### config.mk
export PLATFORM = sky130hd
export DESIGN_NAME = cbfs_top
export DESIGN_NICKNAME = d
export VERILOG_FILES = /design/src/design/cbfs_pkg.sv /design/src/design/cbfs_sync.sv /design/src/design/cbfs_top.sv
export VERILOG_INCLUDE_DIRS = /design/src /design/src/design
export SDC_FILE = /design/constraint.sdc
export NUM_CORES = 1
export LEC_CHECK = 0
export ABC_CLOCK_PERIOD_IN_PS = 3900
export BUFFER_PORTS_ARGS = -buffer_cell sky130_fd_sc_hd__buf_2
export CORE_MARGIN = 2
export CORE_UTILIZATION = 64
export CTS_CLUSTER_DIAMETER = 40
export DETAILED_ROUTE_END_ITERATION = 12
export GPL_TIMING_DRIVEN = 1
export HOLD_SLACK_MARGIN = 0.02
export PLACE_DENSITY = 0.83
export SYNTH_ARGS = -nofsm -noshare
export SYNTH_HDL_FRONTEND = slang
export SYNTH_SLANG_ARGS = --single-unit
### constraint.sdc
create_clock -name i_ref_clk -period 3.9 [get_ports i_ref_clk]
set_input_delay 0.78 -clock i_ref_clk [delete_from_list [all_inputs] [get_ports i_ref_clk]]
set_output_delay 0.78 -clock i_ref_clk [all_outputs]
set_load 0.1 [all_outputs]
### src/design/cbfs_params.svh
// Constants for the CAN bus fault supervisor
`ifndef CBFS_PARAMS_SVH
`define CBFS_PARAMS_SVH
`define CBFS_CLK_MHZ        50
`define CBFS_QUAL_CYCLES    5
`define CBFS_TXDOM_US       300
`define CBFS_TXDOM_CYC      (`CBFS_TXDOM_US * `CBFS_CLK_MHZ)
`define CBFS_CLAMP_US       300
`define CBFS_CLAMP_CYC      (`CBFS_CLAMP_US * `CBFS_CLK_MHZ)
`define CBFS_PAT_NONE       3'h0
`endif

### src/design/cbfs_pkg.sv
// Types for the CAN bus fault supervisor
package cbfs_pkg;
    // Bus short diagnosis codes
    typedef enum logic [2:0] {
        CBFS_F_NONE   = 3'b000,
        CBFS_F_GND    = 3'b001,
        CBFS_F_VBAT   = 3'b010,
        CBFS_F_CANL_G = 3'b011,
        CBFS_F_CANH_G = 3'b100,
        CBFS_F_CANL_B = 3'b101,
        CBFS_F_CANH_B = 3'b110,
        CBFS_F_UNK    = 3'b111
    } cbfs_fault_e;
endpackage

### src/design/cbfs_sync.sv
// Two flip-flop synchroniser for a group of pin inputs
`timescale 1ns/100ps
module cbfs_sync #(
    parameter int W = 1
) (
    input  wire logic         i_ref_clk, // Clock
    input  wire logic         i_rst_b,   // Sync reset, active low
    input  wire logic [W-1:0] i_async,   // Pin levels
    output logic      [W-1:0] o_sync     // Synchronised levels
);
    logic [W-1:0] meta_ff;
    logic [W-1:0] sync_ff;

    always_ff @(posedge i_ref_clk) begin
        if (!i_rst_b) begin
            meta_ff <= '0;
            sync_ff <= '0;
        end else begin
            meta_ff <= i_async;
            sync_ff <= meta_ff;
        end
    end

    assign o_sync = sync_ff;
endmodule

### src/design/cbfs_top.sv
// CAN bus fault supervisor: short, clamp, TXD and RXD pin faults
`timescale 1ns/100ps
`include "cbfs_params.svh"
module cbfs_top
    import cbfs_pkg::*;
#(
    parameter int TXDOM_CYC = `CBFS_TXDOM_CYC,
    parameter int CLAMP_CYC = `CBFS_CLAMP_CYC,
    parameter int QUAL_N    = `CBFS_QUAL_CYCLES
) (
    input  wire logic        i_ref_clk,     // 50 MHz clock
    input  wire logic        i_rst_b,       // Sync reset, active low
    input  wire logic        i_txd,         // TXD pin, low is dominant
    input  wire logic        i_rxd_pin,     // Sensed RXD pin level
    input  wire logic        i_rx_diff,     // Receiver, 1 is dominant
    input  wire logic [5:0]  i_cmp,         // Lg Hg Lb Hb L5 H5
    input  wire logic        i_transmit_receive_mode_mode,   // transmit_receive_mode set
    input  wire logic        i_normal_entry,// Pulse: normal mode entered
    input  wire logic        i_flag_read,   // Pulse: flags read out
    output logic             o_drv_dom,     // Drive bus dominant
    output logic             o_drv_en,      // Bus driver enabled
    output logic             o_rxd,         // RXD data out
    output logic             o_rxd_oe,      // RXD driver enable
    output logic             o_bus_fail,    // Bus failure flag
    output cbfs_fault_e      o_bus_fault,   // Qualified short code
    output logic             o_clamp_flag,  // Dominant clamp flag
    output logic             o_txdom_flag,  // TXD permanent dominant flag
    output logic             o_rxrec_flag   // RXD permanent recessive flag
);
    import cbfs_pkg::*;

    logic [9:0] s;
    cbfs_sync #(.W(10)) u_sync (
        .i_ref_clk (i_ref_clk),
        .i_rst_b   (i_rst_b),
        .i_async   ({i_txd, i_rxd_pin, i_rx_diff, i_cmp, i_transmit_receive_mode_mode}),
        .o_sync    (s)
    );
    logic txd_s, rxdp_s, dif_s, mode_s;
    logic [5:0] cmp_s;
    assign {txd_s, rxdp_s, dif_s, cmp_s, mode_s} = s;

    function automatic cbfs_fault_e rec_decode(input logic [5:0] c);
        if (c[5:4] == 2'b00)
            return CBFS_F_GND;
        else if (c[3:2] == 2'b11 || c[1:0] == 2'b11)
            return CBFS_F_VBAT;
        else
            return CBFS_F_NONE;
    endfunction

    function automatic cbfs_fault_e dom_decode(input logic [5:0] c);
        if (c[4] == 1'b0)
            return CBFS_F_CANH_G;
        else if (c[3] || c[1])
            return CBFS_F_CANL_B;
        else if (c[2] || c[0])
            return CBFS_F_CANH_B;
        else
            return CBFS_F_NONE;
    endfunction

    logic        dif_d_ff;
    logic        txd_d_ff;
    logic        rxd_int_d_ff;
    logic        drv_off_ff;
    logic        txdom_ff, rxrec_ff, clamp_ff, bfail_ff;
    logic        rearm_ff;
    logic [31:0] txcnt_ff, clcnt_ff;
    logic [2:0]  qcnt_ff;
    cbfs_fault_e rec_ff, cur_ff, last_ff, qual_ff;
    logic        rxd_ff;

    wire rx_rise = dif_d_ff && !dif_s;        // Bus back to recessive
    wire rx_fall = !dif_d_ff && dif_s;
    wire cycle_end = rx_fall;

    always_ff @(posedge i_ref_clk) begin
        if (!i_rst_b) begin
            dif_d_ff <= 1'b0;
            txd_d_ff <= 1'b0;     // Same as sync reset: no false edge
            rxd_int_d_ff <= 1'b0;
        end else begin
            dif_d_ff <= dif_s;
            txd_d_ff <= txd_s;
            rxd_int_d_ff <= !dif_s;
        end
    end

    // Recessive sample detects, dominant sample names the line
    always_ff @(posedge i_ref_clk) begin
        if (!i_rst_b) begin
            rec_ff <= CBFS_F_NONE;
            cur_ff <= CBFS_F_NONE;
        end else begin
            if (!dif_s && txd_s)
                rec_ff <= rec_decode(cmp_s);
            if (dif_s && !txd_s)
                cur_ff <= (rec_ff == CBFS_F_NONE) ? CBFS_F_NONE
                          : (dom_decode(cmp_s) == CBFS_F_NONE
                             ? CBFS_F_CANL_G : dom_decode(cmp_s));
        end
    end

    always_ff @(posedge i_ref_clk) begin
        if (!i_rst_b) begin
            qcnt_ff <= 3'h0;
            last_ff <= CBFS_F_NONE;
            qual_ff <= CBFS_F_NONE;
            bfail_ff <= 1'b0;
        end else if (cycle_end) begin
            last_ff <= cur_ff;
            if (cur_ff == CBFS_F_NONE || cur_ff != last_ff)
                qcnt_ff <= (cur_ff == CBFS_F_NONE) ? 3'h0 : 3'h1;
            else if (qcnt_ff < 3'(QUAL_N))
                qcnt_ff <= qcnt_ff + 3'h1;
            if (cur_ff != CBFS_F_NONE && cur_ff == last_ff
                && qcnt_ff + 3'h1 >= 3'(QUAL_N)) begin
                bfail_ff <= 1'b1;
                qual_ff  <= cur_ff;
            end else if (i_flag_read) begin
                bfail_ff <= 1'b0;
            end
        end else if (i_flag_read) begin
            bfail_ff <= 1'b0;
        end
    end

    // Bus clamp: dominant receiver for CLAMP_CYC cycles, whatever TXD drives
    always_ff @(posedge i_ref_clk) begin
        if (!i_rst_b) begin
            clcnt_ff <= '0;
            clamp_ff <= 1'b0;
        end else begin
            clcnt_ff <= dif_s ? ((clcnt_ff < 32'(CLAMP_CYC))
                        ? clcnt_ff + 32'h1 : clcnt_ff) : 32'h0;
            if (dif_s && clcnt_ff >= 32'(CLAMP_CYC))
                clamp_ff <= 1'b1;
            else if (i_flag_read)
                clamp_ff <= 1'b0;
        end
    end

    // TXD permanent dominant, also covers TXD-RXD short
    always_ff @(posedge i_ref_clk) begin
        if (!i_rst_b) begin
            txcnt_ff <= '0;
            txdom_ff <= 1'b0;
        end else begin
            txcnt_ff <= !txd_s ? ((txcnt_ff < 32'(TXDOM_CYC))
                        ? txcnt_ff + 32'h1 : txcnt_ff) : 32'h0;
            if (!txd_s && txcnt_ff >= 32'(TXDOM_CYC))
                txdom_ff <= 1'b1;
            else if (i_flag_read && txd_s)
                txdom_ff <= 1'b0;
        end
    end

    // RXD stuck recessive, checked each time the bus returns to recessive (rx_rise)
    always_ff @(posedge i_ref_clk) begin
        if (!i_rst_b) begin
            rxrec_ff <= 1'b0;
        end else if (rx_rise && rxdp_s && !rxd_int_d_ff) begin
            rxrec_ff <= 1'b1;
        end else if (!txd_s && txd_d_ff) begin
            rxrec_ff <= 1'b0;
        end
    end

    // Driver lockout; rearm needs recovery event, and re-enable needs mode set (before or after)
    always_ff @(posedge i_ref_clk) begin
        if (!i_rst_b) begin
            drv_off_ff <= 1'b1;
            rearm_ff   <= 1'b1;
        end else if (!txd_s && txcnt_ff >= 32'(TXDOM_CYC)) begin
            drv_off_ff <= 1'b1;
            rearm_ff   <= 1'b0;
        end else if (drv_off_ff) begin
            // Only a timeout lockout waits for a recovery event
            if (i_normal_entry || (txd_s && rx_fall))
                rearm_ff <= 1'b1;
            if (rearm_ff && !txdom_ff && !rxrec_ff && mode_s && txd_s)
                drv_off_ff <= 1'b0;
        end
    end

    always_ff @(posedge i_ref_clk) begin
        if (!i_rst_b)
            rxd_ff <= 1'b1;
        else
            rxd_ff <= !dif_s;
    end

    assign o_drv_en     = !drv_off_ff && mode_s;
    assign o_drv_dom    = o_drv_en && !txd_s;
    assign o_rxd        = rxd_ff;
    assign o_rxd_oe     = !rxrec_ff;
    assign o_bus_fail   = bfail_ff || clamp_ff;
    assign o_bus_fault  = qual_ff;
    assign o_clamp_flag = clamp_ff;
    assign o_txdom_flag = txdom_ff;
    assign o_rxrec_flag = rxrec_ff;
endmodule

==> results of run 1 <==
[per-stage QoR]
step	setup slack [ns]	total power [W]	area [um2]
after CTS	1.59	0.00189	4450
after global placement	1.66	0.00120	4240
final	1.59	0.00187	4450
after global routing	1.47	0.00194	4450
after detailed placement	1.57	0.00121	4240
after floorplan	0.521	0.00119	4100
[cells by family (layout without fill, tap and decap cells)]
logic type / Yosys count / after routing / share of synthesized area [%]
AO/OA/AOI/OAI: 60 / 60 / 9.10
multiplexers: 8 / 8 / 1.95
AND/OR/NAND/NOR: 203 / 203 / 28.2
adder cells (fa/ha/maj): 6 / 6 / 1.83
flip-flops: 108 / 108 / 52.8
buffers and inverters: 31 / 51 / 2.90
XOR/XNOR: 15 / 15 / 3.21
[area by class of cell]
cell class                 count  share of cell area [%]
tap                           77                    2.17
clock buffer                  10                    2.87
clock inverter                 6                    1.77
inverter                      10                   0.844
sequential                   108                    48.6
timing repair buffer          25                    2.87
multi-input combinational    292                    40.9
[state kept, by name, summed over array words and instances, names as in the netlist]
| name | cells |
|---|---|
| bfail_ff | 1 |
| u_sync.meta_ff | 10 |
| txcnt_ff | 32 |
| clcnt_ff | 32 |
| dif_d_ff | 1 |
| qcnt_ff | 3 |
| rearm_ff | 1 |
| rxd_int_d_ff | 1 |
| rec_ff | 2 |
| drv_off_ff | 1 |
| last_ff | 3 |
| u_sync.o_sync | 10 |
| o_txdom_flag | 1 |
| txd_d_ff | 1 |
| o_bus_fault | 3 |
| o_rxrec_flag | 1 |
| o_rxd | 1 |
| o_clamp_flag | 1 |
| cur_ff | 3 |
[report_power, final]
group	leakage, nW	total, W	internal (W)	switching [W]
sequential	0.875	0.00113	0.00112	0.0000103
combinational	0.792	0.0000522	0.0000202	0.0000320
clock	0.105	0.000695	0.000312	0.000383
[worst register-to-register path, delay by kind of cell (launching register included)]
| family | cells | cell delay [ns] |
|---|---|---|
| flip-flops | 1 | 0.33 |
| AO/OA/AOI/OAI | 1 | 0.14 |
| AND/OR/NAND/NOR | 4 | 1.67 |
[routing by layer]
layer	vias to the layer above	GRT usage [%]	part of all wire (%)
met1	1385	27.7	48
met2	60	33.6	46
li1	1526	-	-
met4	0	8.21	2.1
met5	-	0	0
met3	14	6.33	4.3
[synthesized netlist by cell type, types with 5 or more instances]
cell type,number
nand3_1,16
or3_1,7
and2_1,41
nand4_1,7
nor3_1,5
a21oi_1,22
nor2b_1,12
nand2_1,31
nor2_1,25
clkbuf_1,17
and3_1,21
xnor2_1,15
dfxtp_1,108
ha_1,6
nand2b_1,5
nor4_1,17
o21ai_1,11
mux2i_1,8
inv_1,10
[worst max path at each step]
| stage | startpoint | endpoint | slack, ns | cells past startpoint |
|---|---|---|---|---|
| final | u_sync.o_sync[0] | o_drv_dom | 1.59 | 3 |
| after global routing | txcnt_ff[28] | txcnt_ff[12] | 1.47 | 5 |
| after CTS | u_sync.o_sync[0] | o_drv_dom | 1.59 | 3 |
| after detailed placement | i_rst_b | txcnt_ff[2] | 1.57 | 5 |
| after global placement | i_rst_b | txcnt_ff[2] | 1.66 | 5 |
| after floorplan | u_sync.o_sync[0] | o_drv_dom | 0.52 | 2 |
==> flow_metrics.py, run 1 <==
metrics = {
    "synth": {
        "netlist_area_um2": 4100,
        "yosysSeqAreaShare_pct": 52.8,
        "synthesis.yosys.warnings": 0,
        "synth.distinct_cells": 47,
        "synth_area_per_cell_um2": 9.51,
        "syn_nets": 451,
        "yosys.area.top_type": "dfxtp_1",
        "yosys.area.top_type_share_pct": 52.8,
        "synth_cells": 431,
        "synth_ff_type": "dfxtp_1",
        "ys_async_sr_fraction_pct": 0,
        "ys_ff_latch": 108,
        "synth_edf_count": 0,
        "ys_top_cells_by_area": "dfxtp_1 (53%), and2_1 (6.3%), and3_1 (3.2%), xnor2_1 (3.2%), nand2_1 (2.8%)",
    },
    "final_layout": {
        "final_nets": 466,
        "seq_area_um2": 2160,
        "area_delta_synth_final_pct": 8.52,
        "utilization_pct": 70.8,
        "mostFrequentLayoutCell": "dfxtp_1",
        "multi_input_area_um2": 1820,
        "fill_cells": 491,
        "layout_common_cells": "dfxtp_1 (108), and2_1 (41), nand2_1 (31)",
        "drive_gt1_share_pct": 10.9,
        "n_antenna_cell": 0,
        "layoutNonFillerInstCount": 528,
    },
    "status": {
        "status": "finished clean",
    },
    "clock_tree": {
        "htree_num_levels": 3,
        "ctsHoldBuffers": 0,
        "post_cts_buffers": 0,
        "cts_resized": 0,
        "clock-sinks": 108,
        "root_buffer": "clkbuf_8",
        "cts_tree": "done",
        "cts_inserted_buffers": 9,
        "clkTransAtPathRegs_ns": 0.10,
        "clk_latency_ns": 0.36,
        "clock_path_buffers": 2,
    },
    "setup_path": {
        "criticalPathCategory": "flip-flop to output port",
        "cp_slowest_cell": "buf_2",
        "worstPathArrival_ns": 1.53,
        "worst_path_largest_cell_delay_ns": 0.43,
        "path_buf_inv": 1,
        "rrSetupSlack_ns": 1.68,
        "r2r-start": "txcnt_ff[28]",
        "required_ns": 3.12,
        "path_max_fanout": 2,
        "reg2reg_depth": 5,
        "r2r-end": "txcnt_ff[12]",
        "cp_top_family": "buffers and inverters",
        "path_cells": "nor2b_1 -> and2_1 -> buf_2",
        "start_kind": "flip-flop",
        "end_kind": "output port",
    },
    "sta": {
        "fmax_ghz": 0.434,
        "max-slew-margin-rel_pct": 36.6,
        "timing.hold.ws_ns": 0.441,
        "finClkSkew_ns": 0.0105,
        "slew_violations": 0,
        "setup_viol": 0,
        "finalCritPeriodShare_pct": 59.1,
        "final-hold-violation-count": 0,
        "final.min_clock_period_ns": 2.31,
        "tns_ns": 0,
        "rsz0062_at_grt": "no",
        "worstMarginPinSlew_ns": 0.949,
    },
    "placement": {
        "hpwl_mm": 4.82,
        "gp_routability_congestion": 0.832,
        "placedCellCount": 512,
        "portBuffers": 24,
    },
    "floorplanning": {
        "start_util_pct": 65.3,
        "dieArea_um2": 7060,
        "pin_count": 25,
        "die_w_um": 84.0,
        "core_area_um2": 6280,
        "rows": 29,
        "dieHeight_um": 84.0,
    },
    "detailed_routing": {
        "totalWireLength_mm": 7.05,
        "detail-route-antenna-nets": 0,
        "vias_per_cell": 5.65,
        "drc": 0,
        "dr_total_vias": 2985,
        "drt-initial-drc-count": 109,
        "post_drt_wl_per_cell_um": 13.3,
        "firstDrtPassIters": 5,
    },
    "worst_hold_path": {
        "hp-class": "flip-flop to flip-flop",
        "hp-start": "u_sync.meta_ff[6]",
        "min_path_cells": 1,
        "worst_hold_path.endpoint": "u_sync.o_sync[6]",
    },
    "power_and_ir_drop": {
        "p_leak_nw": 1.77,
        "p_per_area_nw_per_um2": 421,
        "peakVddDrop_mv": 0.368,
    },
    "grt": {
        "antenna_found_initial": 0,
        "grt_pass1_vias": 2827,
        "grt_pass1_wl_mm": 12.3,
        "grt_max_degree": 45,
        "track_usage_pct": 21.3,
        "gr-total-overflow": 0,
    },
    "flow_run": {
        "drv_cap": 0,
    },
}
Power figures use the tool's default switching activity.
==> inputs of run 2 (changes only) <==
ABC_AREA = 1   (was not set)
ABC_CLOCK_PERIOD_IN_PS = 1900   (was 3900)
CORE_UTILIZATION = 54   (was 64)
PLACE_DENSITY = 0.75   (was 0.83)
clock period = 1.9 ns   (was 3.9 ns; I/O delays follow)
==> run 2 against run 1 <==
  * Core utilization decreased by 9.8 points
  * Total power increased by 110%
  * Highest routed layer unchanged
  * Clock skew increased by 0.0060 ns
  * Non-clock buffer count increased by 5
  * Cell area increased by 13%
  * Critical path depth decreased by 1
==> flow_metrics.py, run 2 <==
metrics = {
    "floorplanning": {
        "core_area_um2": 8260,
        "die_w_um": 96.4,
        "rows": 33,
        "start_util_pct": 55.9,
        "pin_count": 25,
        "dieArea_um2": 9300,
        "dieHeight_um": 96.4,
    },
    "final_layout": {
        "layout_common_cells": "nand2_1 (156), dfxtp_1 (106), nor2_1 (105)",
        "mostFrequentLayoutCell": "nand2_1",
        "n_antenna_cell": 0,
        "area_delta_synth_final_pct": 9.25,
        "drive_gt1_share_pct": 11.0,
        "final_nets": 687,
        "top_regs": "clcnt_ff: 32 flops, txcnt_ff: 32 flops",
    },
    "setup_path": {
        "cp.depth": 2,
        "start_kind": "flip-flop",
        "path_max_fanout": 5,
        "cp_slowest_cell": "buf_2",
        "worst_path_largest_cell_delay_ns": 0.45,
        "path_cells": "nor3_2 -> buf_2",
        "reg2reg_depth": 8,
        "cp_top_family": "buffers and inverters",
        "criticalPathCategory": "flip-flop to output port",
        "path_buf_inv": 1,
        "worstPathArrival_ns": 1.37,
        "end_kind": "output port",
        "required_ns": 1.52,
    },
    "detailed_routing": {
        "drc": 0,
        "totalWireLength_mm": 8.53,
        "post_drt_wl_per_cell_um": 11.0,
        "firstDrtPassIters": 4,
        "drt-initial-drc-count": 186,
        "dr_total_vias": 3823,
        "vias_per_cell": 4.92,
        "detail-route-antenna-nets": 0,
    },
    "placement": {
        "gp_routability_congestion": 0.865,
        "portBuffers": 24,
        "place_worst_setup_slack_ns": 0.340,
        "hpwl_mm": 6.13,
    },
    "grt": {
        "gr-total-overflow": 0,
        "grt_pass1_vias": 3576,
        "grt_pass1_wl_mm": 15.0,
        "antenna_found_initial": 0,
        "track_usage_pct": 20.3,
        "grt_max_degree": 33,
    },
    "synth": {
        "yosys.area.top_type_share_pct": 46.9,
        "ys_ff_latch": 108,
        "yosysSeqAreaShare_pct": 46.9,
        "syn_nets": 664,
        "synth_cells": 644,
        "synth_top_cells_by_count": "nand2_1 (156), dfxtp_1 (108), nor2_1 (106), inv_1 (97), nand3_1 (49)",
        "synth_ff_type": "dfxtp_1",
        "yosys.area.top_type": "dfxtp_1",
        "synth_area_per_cell_um2": 7.16,
        "synthesis.yosys.warnings": 0,
        "ys_async_sr_fraction_pct": 0,
        "ys_top_cells_by_area": "dfxtp_1 (47%), nand2_1 (13%), nor2_1 (8.6%), inv_1 (7.9%), nand3_1 (5.3%)",
        "netlist_area_um2": 4610,
        "synth_edf_count": 0,
        "synthMostInstantiatedCell": "nand2_1",
        "synth.distinct_cells": 35,
    },
    "sta": {
        "fmax_ghz": 0.572,
        "setup_viol": 0,
        "finalCritPeriodShare_pct": 92.0,
        "rsz0062_at_grt": "no",
        "slew_violations": 0,
        "worstMarginPinSlew_ns": 0.507,
        "finClkSkew_ns": 0.0164,
        "max-slew-margin-rel_pct": 66.4,
        "final.min_clock_period_ns": 1.75,
        "timing.hold.ws_ns": 0.178,
        "final-hold-violation-count": 0,
        "worst_slack_ns": 0.152,
    },
    "power_and_ir_drop": {
        "peakVddDrop_mv": 0.520,
        "p_per_area_nw_per_um2": 766,
        "p_leak_nw": 2.15,
        "p_sw_w": 0.000976,
        "clkPwrFrac_pct": 36.1,
        "sw_frac_of_total_pct": 25.3,
        "seq_power_share_pct": 60.1,
        "intPower_w": 0.00289,
        "p_comb_share_pct": 3.8,
    },
    "clock_tree": {
        "cts_inserted_buffers": 9,
        "ctsHoldBuffers": 0,
        "post_cts_buffers": 0,
        "cts_tree": "done",
        "htree_num_levels": 3,
        "clk_latency_ns": 0.37,
        "clkTransAtPathRegs_ns": 0.12,
        "clock_path_buffers": 2,
        "root_buffer": "clkbuf_8",
        "cts_resized": 0,
        "clock-sinks": 108,
    },
    "flow_run": {
        "drv_cap": 0,
    },
    "worst_hold_path": {
        "hp-class": "input pin to flip-flop",
        "min_path_cells": 3,
    },
    "status": {
        "status": "finished clean",
    },
}
[run 2: routing by layer]
layer	vias up	wire length (um)	share of wire, %	track usage [%]
li1	2021	-	-	-
met1	1745	3890	46	23.9
met2	49	4320	51	36.9
met3	8	257	3.0	4.65
met4	0	64	0.75	5.63
met5	-	0	0	0
[run 2: final cells by class]
type / instances / area (um2)
Sequential cell: 108 / 2160
Inverter: 100 / 379
Multi-Input combinational cell: 418 / 1990
Fill cell: 751 / 3220
Clock inverter: 7 / 86.3
Tap cell: 105 / 131
Timing Repair Buffer: 30 / 165
Clock buffer: 9 / 124
[run 2: logic make-up after synthesis]
group                      count (synthesis)  share of synthesized area, %
xor gates and xnor gates                  13                          2.47
buffers and inverters                    118                          10.2
AOI/OAI and AO/OA                         54                          6.78
and+or+nand+nor                          345                          32.1
DFF                                      108                          46.9
adders and majority gates                  6                          1.63
[run 2: tightest hold or removal path, cell delays in order]
cell and delay, ns:
buf_2 0.07, nand2_1 0.04, inv_1 0.04
[run 2: final timing paths]
check / slack [ns] / to / startpoint
worst min register to register: 0.42 / u_sync.o_sync[8] / u_sync.meta_ff[8]
worst max-delay path: 0.15 / o_drv_dom / u_sync.o_sync[9]
worst max register to register: 0.33 / clcnt_ff[12] / clcnt_ff[0]
worst min-delay path: 0.18 / u_sync.meta_ff[1] / i_cmp[0]
[run 2: power groups by stage]
stage / sequential [W] / clock (W) / combinational [W]
3_3_place_gp: 0.00237 / 0 / 0.000141
6_report: 0.00232 / 0.00139 / 0.000147
3_5_place_dp: 0.00237 / 0 / 0.000147
5_1_grt: 0.00233 / 0.00153 / 0.000170
2_1_floorplan: 0.00237 / 0 / 0.000103
4_1_cts: 0.00232 / 0.00144 / 0.000148
[run 2: per-stage QoR]
stage          area, um2  total power (W)  setup TNS (ns)  instances  util, %
6_report            5040          0.00386               0        777     61.0
4_1_cts             5040          0.00391               0        777     61.0
5_1_grt             5040          0.00403               0        777     61.0
3_3_place_gp        4830          0.00251               0        761     58.5
3_5_place_dp        4830          0.00252               0        761     58.5
2_1_floorplan       4630          0.00248         -0.0365        644        -
